[config.mk]
export PLATFORM = sky130hd
export DESIGN_NAME = dpw_cmd_decoder
export DESIGN_NICKNAME = d
export VERILOG_FILES = /design/src/design/dpw_pkg.sv /design/src/design/dpw_cmd_decoder.sv /design/src/design/dpw_line_sync.sv
export SDC_FILE = /design/constraint.sdc
export NUM_CORES = 1
export LEC_CHECK = 0
export BUFFER_PORTS_ARGS = -buffer_cell sky130_fd_sc_hd__buf_2
export CAP_MARGIN = 15
export CORE_UTILIZATION = 53
export CTS_CLUSTER_DIAMETER = 50
export DETAILED_ROUTE_END_ITERATION = 16
export PLACE_DENSITY = 0.75
export RECOVER_POWER = 50
export SLEW_MARGIN = 20
export SYNTH_ARGS = -nofsm -noshare
export SYNTH_HDL_FRONTEND = slang
export SYNTH_SLANG_ARGS = --single-unit
[constraint.sdc]
create_clock -name mclk -period 2.81 [get_ports mclk]
set_input_delay 0.562 -clock mclk [delete_from_list [all_inputs] [get_ports mclk]]
set_output_delay 0.562 -clock mclk [all_outputs]
set_load 0.02 [all_outputs]
[src/design/dpw_pkg.sv]
// Shared constants, types and states of the dual pot wiper command decoder
package dpw_pkg;
  localparam int          CLK_HZ          = 50_000_000;
  localparam int          NV_WRITE_MS     = 10;
  localparam int          NV_WRITE_CYCLES = CLK_HZ / 1000 * NV_WRITE_MS;
  localparam int          NUM_POTS        = 2;
  localparam int          NUM_SETTINGS    = 4;
  // Device-type code: value is arbitrary
  localparam logic [3:0]  DEV_TYPE        = 4'hA;
  localparam logic [3:0]  BYTE_LAST       = 4'h8;
  localparam int          OPC_MSB         = 7;
  localparam int          OPC_LSB         = 4;
  localparam int          SEL_MSB         = 3;
  localparam int          SEL_LSB         = 2;
  localparam int          POT_MSB         = 1;
  localparam int          POT_LSB         = 0;
  localparam logic [7:0]  WIPER_RESET     = 8'h00;
  localparam logic [7:0]  STORED_RESET    = 8'h80;
  localparam logic [7:0]  WIPER_MAX       = 8'hFF;
  localparam logic [7:0]  WIPER_MIN       = 8'h00;
  localparam logic [3:0]  OP_GANG_S2W     = 4'h1;
  localparam logic [3:0]  OP_STEP         = 4'h2;
  localparam logic [3:0]  OP_GANG_W2S     = 4'h8;
  localparam logic [3:0]  OP_READ_WIPER   = 4'h9;
  localparam logic [3:0]  OP_WRITE_WIPER  = 4'hA;
  localparam logic [3:0]  OP_READ_STORED  = 4'hB;
  localparam logic [3:0]  OP_WRITE_STORED = 4'hC;
  localparam logic [3:0]  OP_XFR_S2W      = 4'hD;
  localparam logic [3:0]  OP_XFR_W2S      = 4'hE;

  typedef enum logic [2:0] {
    ST_RECALL, ST_IDLE, ST_ADDR, ST_INSTR, ST_WDATA, ST_RDATA, ST_STEP, ST_IGNORE
  } dpw_state_e;

  typedef struct packed {
    logic sclRise;
    logic sclFall;
    logic start;
    logic stop;
    logic sda;
  } dpw_evt_s;

  typedef struct packed {
    logic       valid;
    logic [3:0] op;
    logic       pot;
    logic [1:0] sel;
    logic [7:0] data;
  } dpw_pend_s;
endpackage

[src/design/dpw_cmd_decoder.sv]
// Dual pot wiper command decoder, serial bus slave with wiper and stored registers
//
// Function
// - Upper address nibble must equal the device-type code to proceed.
// - Lower address nibble must equal the pin address inputs, else ignore.
// - Instruction byte: opcode, setting select, pot select fields.
// - One 8-bit wiper position register per pot, two in all.
// - After reset each wiper loads from its first stored setting.
// - Four 8-bit stored settings per pot, readable, writable, exchangeable.
// - Every stored-setting change is a programming cycle of at most 10 ms.
// - Opcode 1001 returns the selected wiper position.
// - Opcode 1010 loads the data byte into the selected wiper.
// - Opcode 1011 returns the chosen stored setting.
// - Opcode 1100 writes the data byte into the chosen stored setting.
// - Opcode 1101 copies chosen stored setting into the pot's wiper.
// - Opcode 1110 copies the pot's wiper into the chosen stored setting.
// - Opcode 0001 copies chosen stored setting to wiper for both pots.
// - Opcode 1000 copies both wipers into their chosen stored settings.
// - Opcode 0010 enables stepping of the selected wiper.
// - Reads and writes are address, instruction and one data byte.
// - Transfers are address and instruction only, no data byte.
// - Wiper-to-stored copies take the write cycle; transfers lag by it too.
// - Stepping adds one per pulse with data high, subtracts with low.
// - Write-guard low: no acknowledge after stored-setting data, no programming of it; wiper-to-stored copies still program.
// - During a programming cycle the slave address is not acknowledged.
`timescale 1ns/10ps
module dpw_cmd_decoder #(
  parameter int NV_WRITE_CYCLES = dpw_pkg::NV_WRITE_CYCLES
) (
  input  wire logic        mclk,
  input  wire logic        resetn,
  input  wire logic        scl,
  input  wire logic        sdaIn,
  output logic             sdaOut,
  output logic             sdaOe,
  input  wire logic        wpN,
  input  wire logic [3:0]  pinAddr,
  output logic [7:0]       wiper0Pos,
  output logic [7:0]       wiper1Pos,
  output logic             nvBusy
);
  dpw_pkg::dpw_evt_s   evt;
  dpw_pkg::dpw_state_e state_r;
  dpw_pkg::dpw_state_e state_nxt;
  dpw_pkg::dpw_pend_s  pend_r;
  logic                wpNS;
  logic [3:0]          pinAddrS;
  logic [3:0]          bitCnt_r;
  logic                ackSlot_r;
  logic [7:0]          shift_r;
  logic [7:0]          txByte_r;
  logic [3:0]          op_r;
  logic                pot_r;
  logic [1:0]          sel_r;
  logic                sdaOe_r;
  logic                busy_r;
  logic [31:0]         nvCnt_r;
  logic [7:0]          wiper_r [dpw_pkg::NUM_POTS];
  logic [7:0]          stored_r [dpw_pkg::NUM_POTS][dpw_pkg::NUM_SETTINGS];
  logic                byteDone;
  logic                ackNow;
  logic                nvDone;
  logic                addrHit;

  ////////////////////////////////////////////////////////////////////////////
  // Accepts only the nine defined codes; P1 set names a pot that is absent
  function automatic logic instrOk(input logic [7:0] b);
    logic [3:0] op;
    logic [1:0] sel;
    logic [1:0] pot;
    op  = b[dpw_pkg::OPC_MSB:dpw_pkg::OPC_LSB];
    sel = b[dpw_pkg::SEL_MSB:dpw_pkg::SEL_LSB];
    pot = b[dpw_pkg::POT_MSB:dpw_pkg::POT_LSB];
    case (op)
      dpw_pkg::OP_READ_WIPER, dpw_pkg::OP_WRITE_WIPER, dpw_pkg::OP_STEP: instrOk = (sel == 2'h0) && !pot[1];
      dpw_pkg::OP_READ_STORED, dpw_pkg::OP_WRITE_STORED,
      dpw_pkg::OP_XFR_S2W, dpw_pkg::OP_XFR_W2S: instrOk = !pot[1];
      dpw_pkg::OP_GANG_S2W, dpw_pkg::OP_GANG_W2S: instrOk = (pot == 2'h0);
      default: instrOk = 1'b0;
    endcase
  endfunction

  function automatic logic [7:0] stepWiper(input logic [7:0] v, input logic up);
    if (up) begin
      stepWiper = (v == dpw_pkg::WIPER_MAX) ? v : v + 8'h01;
    end else begin
      stepWiper = (v == dpw_pkg::WIPER_MIN) ? v : v - 8'h01;
    end
  endfunction

  dpw_line_sync u_sync (
    .mclk     (mclk),
    .resetn   (resetn),
    .scl      (scl),
    .sdaIn    (sdaIn),
    .wpN      (wpN),
    .pinAddr  (pinAddr),
    .evt      (evt),
    .wpNS     (wpNS),
    .pinAddrS (pinAddrS)
  );

  ////////////////////////////////////////////////////////////////////////////
  // Bit framing: eight data clocks, then one acknowledge clock
  // Stepping pulses are not framed, so no pulse is swallowed by an acknowledge slot
  assign byteDone = evt.sclFall && (bitCnt_r == dpw_pkg::BYTE_LAST) && !ackSlot_r &&
                    (state_r != dpw_pkg::ST_STEP);

  always_ff @(posedge mclk or negedge resetn) begin
    if (!resetn) begin
      bitCnt_r  <= 4'h0;
      ackSlot_r <= 1'b0;
      shift_r   <= 8'h00;
    end else if (evt.start || evt.stop) begin
      bitCnt_r  <= 4'h0;
      ackSlot_r <= 1'b0;
    end else if (evt.sclRise) begin
      if (ackSlot_r) begin
        bitCnt_r <= 4'h0;
      end else if (bitCnt_r != dpw_pkg::BYTE_LAST) begin
        bitCnt_r <= bitCnt_r + 4'h1;
        shift_r  <= {shift_r[6:0], evt.sda};
      end
    end else if (evt.sclFall) begin
      if (byteDone) begin
        ackSlot_r <= 1'b1;
      end else if (ackSlot_r && bitCnt_r == 4'h0) begin
        ackSlot_r <= 1'b0;
      end
    end
  end

  ////////////////////////////////////////////////////////////////////////////
  // Command sequencing
  // address match
  assign addrHit = (shift_r[7:4] == dpw_pkg::DEV_TYPE) && (shift_r[3:0] == pinAddrS) && !busy_r;

  always_comb begin
    state_nxt = state_r;
    ackNow    = 1'b0;
    if (byteDone) begin
      unique case (state_r)
        dpw_pkg::ST_ADDR: begin
          ackNow    = addrHit;
          state_nxt = addrHit ? dpw_pkg::ST_INSTR : dpw_pkg::ST_IGNORE;
        end
        dpw_pkg::ST_INSTR: begin
          ackNow    = instrOk(shift_r);
          state_nxt = dpw_pkg::ST_IGNORE;
          if (ackNow) begin
            unique case (shift_r[dpw_pkg::OPC_MSB:dpw_pkg::OPC_LSB])
              dpw_pkg::OP_READ_WIPER, dpw_pkg::OP_READ_STORED: state_nxt = dpw_pkg::ST_RDATA;
              dpw_pkg::OP_WRITE_WIPER, dpw_pkg::OP_WRITE_STORED: state_nxt = dpw_pkg::ST_WDATA;
              dpw_pkg::OP_STEP: state_nxt = dpw_pkg::ST_STEP;
              default: state_nxt = dpw_pkg::ST_IGNORE;
            endcase
          end
        end
        dpw_pkg::ST_WDATA: begin
          ackNow    = (op_r == dpw_pkg::OP_WRITE_WIPER) || wpNS;
          state_nxt = dpw_pkg::ST_IGNORE;
        end
        dpw_pkg::ST_RECALL, dpw_pkg::ST_IDLE, dpw_pkg::ST_RDATA,
        dpw_pkg::ST_STEP, dpw_pkg::ST_IGNORE: state_nxt = state_r;
      endcase
    end else if (state_r == dpw_pkg::ST_RDATA && evt.sclRise && ackSlot_r && evt.sda) begin
      state_nxt = dpw_pkg::ST_IGNORE;
    end
  end

  always_ff @(posedge mclk or negedge resetn) begin
    if (!resetn) begin
      state_r <= dpw_pkg::ST_RECALL;
    end else if (state_r == dpw_pkg::ST_RECALL) begin
      state_r <= dpw_pkg::ST_IDLE;
    end else if (evt.start) begin
      state_r <= dpw_pkg::ST_ADDR;
    end else if (evt.stop) begin
      state_r <= dpw_pkg::ST_IDLE;
    end else begin
      state_r <= state_nxt;
    end
  end

  always_ff @(posedge mclk or negedge resetn) begin
    if (!resetn) begin
      op_r     <= 4'h0;
      pot_r    <= 1'b0;
      sel_r    <= 2'h0;
      txByte_r <= 8'h00;
    end else if (byteDone && state_r == dpw_pkg::ST_INSTR && ackNow) begin
      op_r  <= shift_r[dpw_pkg::OPC_MSB:dpw_pkg::OPC_LSB];
      pot_r <= shift_r[dpw_pkg::POT_LSB];
      sel_r <= shift_r[dpw_pkg::SEL_MSB:dpw_pkg::SEL_LSB];
      if (shift_r[dpw_pkg::OPC_MSB:dpw_pkg::OPC_LSB] == dpw_pkg::OP_READ_WIPER) begin
        txByte_r <= wiper_r[shift_r[dpw_pkg::POT_LSB]];
      end else begin
        txByte_r <= stored_r[shift_r[dpw_pkg::POT_LSB]][shift_r[dpw_pkg::SEL_MSB:dpw_pkg::SEL_LSB]];
      end
    end
  end

  ////////////////////////////////////////////////////////////////////////////
  // Open-drain data pin: only ever pulls low
  always_ff @(posedge mclk or negedge resetn) begin
    if (!resetn) begin
      sdaOe_r <= 1'b0;
    end else if (evt.start || evt.stop) begin
      sdaOe_r <= 1'b0;
    end else if (evt.sclFall) begin
      if (byteDone) begin
        sdaOe_r <= ackNow;
      end else if (state_r == dpw_pkg::ST_RDATA && bitCnt_r < dpw_pkg::BYTE_LAST) begin
        sdaOe_r <= ~txByte_r[3'(4'h7 - bitCnt_r)];
      end else begin
        sdaOe_r <= 1'b0;
      end
    end
  end

  assign sdaOe  = sdaOe_r;
  assign sdaOut = 1'b0;

  ////////////////////////////////////////////////////////////////////////////
  // Pending stored-setting work, executed when the programming cycle ends
  // pending command and data byte capture
  always_ff @(posedge mclk or negedge resetn) begin
    if (!resetn) begin
      pend_r <= '0;
    end else if (nvDone) begin
      pend_r.valid <= 1'b0;
    end else if (evt.start && !busy_r) begin
      pend_r.valid <= 1'b0;
    end else if (byteDone && state_r == dpw_pkg::ST_INSTR && ackNow) begin
      pend_r.op    <= shift_r[dpw_pkg::OPC_MSB:dpw_pkg::OPC_LSB];
      pend_r.pot   <= shift_r[dpw_pkg::POT_LSB];
      pend_r.sel   <= shift_r[dpw_pkg::SEL_MSB:dpw_pkg::SEL_LSB];
      pend_r.valid <= shift_r[7:4] inside {dpw_pkg::OP_XFR_S2W, dpw_pkg::OP_XFR_W2S,
                                           dpw_pkg::OP_GANG_S2W, dpw_pkg::OP_GANG_W2S};
    end else if (byteDone && state_r == dpw_pkg::ST_WDATA && op_r == dpw_pkg::OP_WRITE_STORED && wpNS) begin
      pend_r.data  <= shift_r;
      pend_r.valid <= 1'b1;
    end
  end

  assign nvDone = busy_r && (nvCnt_r == 32'(NV_WRITE_CYCLES - 1));

  always_ff @(posedge mclk or negedge resetn) begin
    if (!resetn) begin
      busy_r  <= 1'b0;
      nvCnt_r <= 32'h0;
    end else if (busy_r) begin
      busy_r  <= !nvDone;
      nvCnt_r <= nvCnt_r + 32'h1;
    end else if (evt.stop && pend_r.valid) begin
      busy_r  <= 1'b1;
      nvCnt_r <= 32'h0;
    end
  end

  assign nvBusy = busy_r;

  ////////////////////////////////////////////////////////////////////////////
  // wiper updates
  always_ff @(posedge mclk or negedge resetn) begin
    if (!resetn) begin
      for (int p = 0; p < dpw_pkg::NUM_POTS; p++) begin
        wiper_r[p] <= dpw_pkg::WIPER_RESET;
      end
    end else if (state_r == dpw_pkg::ST_RECALL) begin
      for (int p = 0; p < dpw_pkg::NUM_POTS; p++) begin
        wiper_r[p] <= stored_r[p][0];
      end
    end else if (byteDone && state_r == dpw_pkg::ST_WDATA && op_r == dpw_pkg::OP_WRITE_WIPER) begin
      wiper_r[pot_r] <= shift_r;
    end else if (state_r == dpw_pkg::ST_STEP && evt.sclRise && !ackSlot_r && !evt.stop) begin
      wiper_r[pot_r] <= stepWiper(wiper_r[pot_r], evt.sda);
    end else if (nvDone && pend_r.op == dpw_pkg::OP_XFR_S2W) begin
      wiper_r[pend_r.pot] <= stored_r[pend_r.pot][pend_r.sel];
    end else if (nvDone && pend_r.op == dpw_pkg::OP_GANG_S2W) begin
      for (int p = 0; p < dpw_pkg::NUM_POTS; p++) begin
        wiper_r[p] <= stored_r[p][pend_r.sel];
      end
    end
  end

  always_ff @(posedge mclk or negedge resetn) begin
    if (!resetn) begin
      for (int p = 0; p < dpw_pkg::NUM_POTS; p++) begin
        for (int s = 0; s < dpw_pkg::NUM_SETTINGS; s++) begin
          stored_r[p][s] <= dpw_pkg::STORED_RESET;
        end
      end
    end else if (nvDone) begin
      if (pend_r.op == dpw_pkg::OP_WRITE_STORED) begin
        stored_r[pend_r.pot][pend_r.sel] <= pend_r.data;
      end else if (pend_r.op == dpw_pkg::OP_XFR_W2S) begin
        stored_r[pend_r.pot][pend_r.sel] <= wiper_r[pend_r.pot];
      end else if (pend_r.op == dpw_pkg::OP_GANG_W2S) begin
        for (int p = 0; p < dpw_pkg::NUM_POTS; p++) begin
          stored_r[p][pend_r.sel] <= wiper_r[p];
        end
      end
    end
  end

  assign wiper0Pos = wiper_r[0];
  assign wiper1Pos = wiper_r[1];

  ////////////////////////////////////////////////////////////////////////////
  // address mismatch ignored
  addr_match_a: assert property (@(posedge mclk) disable iff (!resetn)
    byteDone && state_r == dpw_pkg::ST_ADDR && shift_r[3:0] != pinAddrS && !evt.start && !evt.stop
    |=> state_r == dpw_pkg::ST_IGNORE && !sdaOe) else $error("address mismatch was accepted");

  busy_nack_a: assert property (@(posedge mclk) disable iff (!resetn)
    byteDone && state_r == dpw_pkg::ST_ADDR && busy_r |=> !sdaOe) else $error("address acked while busy");

  bad_instr_a: assert property (@(posedge mclk) disable iff (!resetn)
    byteDone && state_r == dpw_pkg::ST_INSTR && !instrOk(shift_r) && !evt.start
    |=> state_r != dpw_pkg::ST_WDATA && state_r != dpw_pkg::ST_RDATA && !sdaOe && !pend_r.valid)
    else $error("undefined instruction acted on");

  read_wiper_a: assert property (@(posedge mclk) disable iff (!resetn)
    byteDone && state_r == dpw_pkg::ST_INSTR && ackNow && shift_r[7:4] == dpw_pkg::OP_READ_WIPER
    |=> txByte_r == $past(wiper_r[shift_r[0]])) else $error("read wiper returned wrong byte");

  step_up_a: assert property (@(posedge mclk) disable iff (!resetn)
    state_r == dpw_pkg::ST_STEP && evt.sclRise && !ackSlot_r && !evt.stop && evt.sda && wiper_r[pot_r] != 8'hFF
    |=> wiper_r[pot_r] == $past(wiper_r[pot_r]) + 8'h01) else $error("step up failed");

  step_floor_a: assert property (@(posedge mclk) disable iff (!resetn)
    state_r == dpw_pkg::ST_STEP && evt.sclRise && !evt.sda && wiper_r[pot_r] == 8'h00
    |=> wiper_r[pot_r] == 8'h00) else $error("wiper wrapped below zero");

  guard_write_a: assert property (@(posedge mclk) disable iff (!resetn)
    byteDone && state_r == dpw_pkg::ST_WDATA && op_r == dpw_pkg::OP_WRITE_STORED && !wpNS && !evt.start
    |=> !sdaOe && !pend_r.valid) else $error("guarded stored write proceeded");

  nv_length_a: assert property (@(posedge mclk) disable iff (!resetn)
    busy_r |-> nvCnt_r < 32'(NV_WRITE_CYCLES)) else $error("programming cycle overran");

  wiper_recall_a: assert property (@(posedge mclk) disable iff (!resetn)
    state_r == dpw_pkg::ST_RECALL |=> wiper_r[0] == $past(stored_r[0][0]) && wiper_r[1] == $past(stored_r[1][0]))
    else $error("wiper not recalled from first stored setting");
endmodule

[src/design/dpw_line_sync.sv]
// Pin synchronisers and serial bus edge, START and STOP detection
`timescale 1ns/10ps
module dpw_line_sync (
  input  wire logic          mclk,
  input  wire logic          resetn,
  input  wire logic          scl,
  input  wire logic          sdaIn,
  input  wire logic          wpN,
  input  wire logic [3:0]    pinAddr,
  output dpw_pkg::dpw_evt_s  evt,
  output logic               wpNS,
  output logic [3:0]         pinAddrS
);
  logic [6:0] meta_r;
  logic [6:0] sync_r;
  logic       sclPrev_r;
  logic       sdaPrev_r;

  ////////////////////////////////////////////////////////////////////////////
  always_ff @(posedge mclk or negedge resetn) begin
    if (!resetn) begin
      meta_r <= 7'h7F;
      sync_r <= 7'h7F;
    end else begin
      meta_r <= {scl, sdaIn, wpN, pinAddr};
      sync_r <= meta_r;
    end
  end

  always_ff @(posedge mclk or negedge resetn) begin
    if (!resetn) begin
      sclPrev_r <= 1'b1;
      sdaPrev_r <= 1'b1;
    end else begin
      sclPrev_r <= sync_r[6];
      sdaPrev_r <= sync_r[5];
    end
  end

  ////////////////////////////////////////////////////////////////////////////
  // Data change while the clock stays high is framing, not data
  assign evt.sclRise = sync_r[6] & ~sclPrev_r;
  assign evt.sclFall = ~sync_r[6] & sclPrev_r;
  assign evt.start   = sync_r[6] & sclPrev_r & sdaPrev_r & ~sync_r[5];
  assign evt.stop    = sync_r[6] & sclPrev_r & ~sdaPrev_r & sync_r[5];
  assign evt.sda     = sync_r[5];
  assign wpNS        = sync_r[4];
  assign pinAddrS    = sync_r[3:0];
endmodule

### After elaboration in Yosys (flattened, before gate mapping)

Cells that the tools add are included.

| operators by class | value |
|---|---|
| equality and inequality tests | 31 |
| magnitude comparators | 10 |
| bitwise operators | 22 |
| mux-type cells | 94 |
| reductions and logical operators | 63 |
| $add $sub $neg | 5 |

Operator list:

| cell | count |
|---|---|
| 32-bit 2-to-1 mux | 9 |
| 8-bit 2-to-1 mux | 27 |
| 64-bit 2-to-1 mux | 3 |
| 64-bit bitwise mux | 2 |
| 16-bit 2-to-1 mux | 5 |
| 8-bit binary-select mux with 2-bit select | 4 |
| 32-bit bitwise mux | 2 |
| 4-bit == test (second input constant) | 14 |
| 16-bit bitwise mux | 3 |
| 32-bit by 1-bit adder with 32-bit output (second input constant) | 1 |
| 32-bit demux with 1-bit select | 1 |
| 32-bit by 19-bit == test with 1-bit output (second input constant) | 1 |
| 1-bit logical AND | 28 |
| 1-bit 2-to-1 mux | 19 |
| 3-bit 2-to-1 mux | 6 |
| 8-bit demux with 1-bit select | 2 |
| 8-bit demux with 2-bit select | 1 |
| 4-bit 2-to-1 mux | 4 |
| 3-bit == test (second input constant) | 4 |
| 1-bit inverter | 10 |
| 5-bit nonzero test | 2 |
| 3-bit one-hot mux with 3 select lines | 1 |
| 3-bit nonzero test | 3 |
| 8-bit by 1-bit adder with 8-bit output (second input constant) | 1 |
| other kinds (41) | 72 |

| storage, ports and cells | value |
|---|---|
| register bits | 175 |
| output and inout port bits | 19 |
| word-level logic and storage cells | 254 |
| input bits | 9 |

### Longest topological paths before layout

| depth | value |
|---|---|
| word-level depth | 14 |
| mapped depth | 12 |
| mapped depth without buffers | 10 |

### Modules after synthesis

Synthesis repeated with hierarchy kept, for this count alone.

| unflattened totals | value |
|---|---|
| cell total of the unflattened synthesis | 1,095 |
| area total of the unflattened synthesis | 10,874.2 sq um |

Modules (own cells, without submodules):

| module | cells each | instances | sequential area each (sq um) | area an instance (sq um) |
|---|---|---|---|---|
| dpw_cmd_decoder | 1,070 | 1 | 3,988.8 | 10,383.7 |
| dpw_line_sync | 25 | 1 | 420.4 | 490.5 |

### Least setup slack after synthesis

OpenSTA, ideal clock, no wires.

| timing | value |
|---|---|
| path kind | register to register |
| start | register pot_r |
| end | register wiper_r, in the netlist wiper0Pos[0] |
| path buffers | 2 |
| cell stages (with the launch flop) | 13 |
| clock period less this slack | 2,810 ps |
| path slack | 0 ps |
| data required time | 2,680 ps |
| arrival time | 2,681 ps |
| setup time | 130 ps |
| cell sequence | dfrtp_1 > buf_4 > buf_2 > mux2i_1 > inv_1 > ha_1 > nand4b_1 > a221oi_1 > a22oi_1 > xnor2_1 > nor2_1 > nor4b_1 > o31ai_1 |

| on the way | value |
|---|---|
| cells in the longest elaborated chain, start to end | 14 |
| elaborated cells on any way between the ends | 24 |
| classes of those cells | add/sub (2); order compare (2); eq/ne (1); mux (16); bitwise (1); reduce/logical (2) |

Ends and longest elaborated chain:

| item | line | RTL |
|---|---|---|
| from (decl) | dpw_cmd_decoder.sv:53 | `logic pot_r;` |
| from (signal assigned) | dpw_cmd_decoder.sv:193 | `pot_r <= shift_r[dpw_pkg::POT_LSB];` |
| 1-bit inverter with 2-bit output (implied by the code) * | dpw_cmd_decoder.sv:275, dpw_cmd_decoder.sv:277 |  |
| 8-bit 2-to-1 mux (implied by the code) (3 in series) | dpw_cmd_decoder.sv:277 | `wiper_r[pot_r] <= stepWiper(wiper_r[pot_r], evt.sda);` |
| 8-bit by 1-bit subtractor with 8-bit output, or another cell as far along | dpw_cmd_decoder.sv:87 | `stepWiper = (v == dpw_pkg::WIPER_MIN) ? v : v - 8'h01;` |
| 8-bit 2-to-1 mux, on equally long branches | dpw_cmd_decoder.sv:87, dpw_cmd_decoder.sv:85 |  |
| 8-bit 2-to-1 mux | dpw_cmd_decoder.sv:84 | `if (up) begin` |
| 8-bit 2-to-1 mux | dpw_cmd_decoder.sv:276 | `end else if (state_r == dpw_pkg::ST_STEP && evt.sclRise && !ackSlot_r && !evt.stop) begin` |
| 8-bit 2-to-1 mux | dpw_cmd_decoder.sv:274 | `end else if (byteDone && state_r == dpw_pkg::ST_WDATA && op_r == dpw_pkg::OP_WRITE_WIPER) begin` |
| 8-bit 2-to-1 mux | dpw_cmd_decoder.sv:270 | `end else if (state_r == dpw_pkg::ST_RECALL) begin` |
| 16-bit bitwise mux | dpw_cmd_decoder.sv:277 |  |
| 16-bit 2-to-1 mux | dpw_cmd_decoder.sv:276 |  |
| 16-bit 2-to-1 mux * | dpw_cmd_decoder.sv:274 |  |
| 16-bit 2-to-1 mux * | dpw_cmd_decoder.sv:270 |  |
| to (signal, indexed assignment) | dpw_cmd_decoder.sv:272 | `wiper_r[p] <= stored_r[p][0];` |
| to (signal, indexed assignment) | dpw_cmd_decoder.sv:275 | `wiper_r[pot_r] <= shift_r;` |
| to (signal, indexed assignment) | dpw_cmd_decoder.sv:277 |  |
| to (decl) | dpw_cmd_decoder.sv:58 | `logic [7:0] wiper_r [dpw_pkg::NUM_POTS];` |

Every way passes the cells marked *; elsewhere a longest branch is shown, timed or not. The select of a mux whose other input is x is not followed.
A chain may end at the register's enable or synchronous reset.

### Worst setup path after layout

| timing | value |
|---|---|
| start | register pot_r |
| end | register wiper_r, in the netlist wiper0Pos[4] |

Same word-level chain as after synthesis.

==> summary.md <==
| Metric | Value |
|---|---|
| Crit Path Max Fanout | 15 |
| Hold Path Class | primary input to flop |
| Number of H-tree levels | 4 |
| Post-Route Utilization | 61.4% |
| Maximum number of pins on one net before global-route repair | 56 |
| Via count | 9,441 |
| Reg2reg setup slack | 30 ps |
| Met3 capacity usage during global routing | 7.55% |
| Data required time of the worst path | 3120 ps |
| Portion of the clock cycle consumed by the worst path in the final layout | 98.8% |
| Leak Pwr | 4.96 nW |
| Biggest area consumer among synthesized cells | dfrtp_1 |
| Max cap viols | 1 |
| Achievable Freq | 360 MHz |
| Number of flops mapped to enable cells by yosys | 0 |
| Clock tree from TritonCTS | built |
| Overall overflow remaining after global route | 0 |
| Synthesized area per cell | 9.90 µm² |
| Number of warnings issued by yosys | 0 |
| Area fraction in compound gates after synthesis | 19.3% |
| Ant diodes | 0 |
| Type of the worst setup path | flop to flop |
| Count of port buffers added during placement | 26 |
| Largest family of logic cells by synthesized area | compound AO/OA/AOI/OAI gates |
| Die area | 20,800 µm² |
| Vertical die dimension | 144 µm |
| Most congested layer reported by global routing | met2 |
| Simple logic cell fraction of the synthesized area | 17.4% |
| Failing checks | max-capacitance violations, max-slew violations |
| Core region area | 19,700 µm² |
| CTS clock-pin slew for the worst setup and hold paths | 70 ps |
| Number of distinct library cells after synthesis | 77 |
| Outcome | complete, but fails checks |
| DRC violations left | 0 |
| Cell area after synthesis | 10,700 µm² |
| Measured slew at the worst slew-check pin | 1530 ps |
| CP Launch Type | flop |
| Nature of the critical path endpoint | flop |
| Mux contribution to synthesized area | 16.5% |
| Cells after Synth | 1,084 |
| Sequential cell area fraction in the yosys report | 41.1% |
| Worst-case hold path end point | u_sync.meta_r[6] |
| FP Rows | 51 |
| Primary FF master, synth | dfrtp_1 |
| Met1 demand-to-capacity share in global routing | 46.7% |
| Hold Crit Depth | 1 |
| Count of routing violations after the opening detailed-route iteration | 1,234 |
| Reg-to-reg critical path endpoint | wiper0Pos[4] |
| Number of hold-repair buffers added at the cts stage | 0 |
| Wire length of the first global-routing pass | 50.5 mm |
| Top-area cell type share of the netlist area | 35.2% |
| Clk buf depth | 2 |
| Unrepaired setup endpoints after global routing | true |
| Final Critical Period | 2780 ps |
| Fraction of layout instances using a drive strength above 1 | 23.8% |
| Arrival time reported for the critical path endpoint | 3080 ps |
| Global routing usage summed across all routing layers | 32.6% |
| Startpoint of the lowest-slack register-to-register path | pot_r |
| Beginning of the worst hold path | scl |
| Clock Root Buffer | clkbuf_16 |
| Count of TritonRoute iterations in the first routing pass | 7 |
| Clock latency of the later-clocked register in the worst-skew pair | 450 ps |
| Detailed placer's ending HPWL | 23.3 mm |
| Number of nets with antenna violations after routing | 0 |
| Final hold viol count | 0 |
| Number of nets at the end of the flow | 1,146 |
| Mapped Nets | 1,099 |
| Global-route track usage on met2 | 47.0% |
| Final Max Slew Viols | 55 |
| Starting utilization of the core area | 54.6% |
| Number of vias per cell after detailed routing | 6.70 |
| Post-Route Skew | 18.5 ps |
| Gp weighted congestion | 0.981 |
| Flip-flop and latch count after synthesis | 175 |
| Total setup violations reported at the end of the flow | 0 |
| Worst reg2reg path depth | 7 |
| Initial antenna violation count | 0 |
| Number of buffers created by CTS | 17 |
| Routed len/inst | 22.8 µm |
| Adder-cell area share of the yosys netlist | 0.700% |
| Post-synthesis to final-layout area growth | 12.5% |
| Worst-case vdd ir drop | 0.000396 V |
| Placement-stage worst setup slack | 25.9 ps |
| Vias in the first global route | 9,018 |
| Synth area leaders | dfrtp_1 35%, mux4_2 7.6%, mux2_2 6.1% |
| Max_slew headroom | -1.74% |
| DRT Wirelength | 32.1 mm |
| Top cell types by occurrence after synthesis | 151 x dfrtp_1, 151 x nand2_1, 84 x o21ai_0 |
| Post-layout worst setup margin | 34.3 ps |
| Fraction of synthesis flops using an asynchronous set or reset pin | 100% |
| Power density over the cells | 671 nW/µm² |
| Overall power of the completed layout | 0.00809 W |
| Ports placed on the boundary | 28 |
| Die span in x | 144 µm |
| Xor and xnor area share after synthesis | 1.39% |
| Sinks on the clock net | 175 |
## where the power goes
group	internal, W	switching [W]
clock	0.00119	0.00111
combinational	0.00107	0.00164
sequential	0.00271	0.000366
## stage by stage
step / hold WS [ps] / std cells / TNS [ps] / area, µm²
2_1_floorplan: 266 / 1084 / 0 / 10700
3_3_place_gp: 347 / 1372 / 0 / 11400
3_5_place_dp: 347 / 1372 / 0 / 11400
4_1_cts: 110 / 1404 / 0 / 12000
5_1_grt: 205 / 1409 / -119 / 12100
6_report: 216 / 1409 / 0 / 12100
## placed cells by master (no fill, tap or decap), drive strengths merged, types with 21 or more instances in the layout
cell and n:
mux2 58, buf 95, nor2 53, dfrtp 151, o22a 49, inv 25
dfstp 24, a21oi 38, nand2 151, o21ai 86, mux4 36, mux2i 31
nor3 21, clkbuf 23, nand3 47
## how the worst max path moves through the flow
stage | from | to | slack [ps] | depth (start not counted)
floorplan | pot_r | wiper0Pos[0] | 140 | 12
global placement | nvCnt_r[0] | stored_r[57] | 180 | 9
detailed placement | nvCnt_r[24] | wiper0Pos[4] | 30 | 7
CTS | nvCnt_r[24] | wiper0Pos[4] | 0.2 | 7
global route | pot_r | wiper0Pos[4] | -60 | 7
finish | pot_r | wiper0Pos[4] | 30 | 7
## final cells by class
type                       instances  area (µm²)
multi-input combinational        822        6010
clock buffer                      19         443
fill                            1653        7590
tap                              265         332
sequential                       175        4410
timing repair buffer              99         696
inverter                          16        60.1
clock inverter                    13         118
## cells by family after synthesis
logic type | Yosys count
compound gates | 301
xor+xnor | 17
mux | 125
buf+inv | 87
simple gates | 372
other cells | 1
fa+ha+maj | 6
flops | 175
## routing by layer
layer,vias to the layer above,wire (µm)
met5,-,0
met3,92,3260
li1,4203,-
met1,4594,13700
met2,552,14000
met4,0,1120
## state kept, by name, summed over array words and instances (netlist names), 7 cells and up
signal         cells
nvCnt_r           32
txByte_r           8
wiper1Pos          8
shift_r            8
stored_r          64
pend_r            16
u_sync.meta_r      7
wiper0Pos          8
u_sync.sync_r      7
## timing repair
item | CTS | global route
gates resized for setup | 0 | 8
endpoints found under the hold margin | 0 | 0
setup endpoints to repair | 0 | 20
buffers inserted | 0 | 5
## critical path: stages, from the launching register on
cell       delay [ps]
dfrtp_1           440
buf_4             240
or3b_2            490
a221o_1           400
o21bai_4          240
o2bb2ai_1         170
a2111oi_0         520
o31ai_1           130
(Power assumes the default switching activity.)
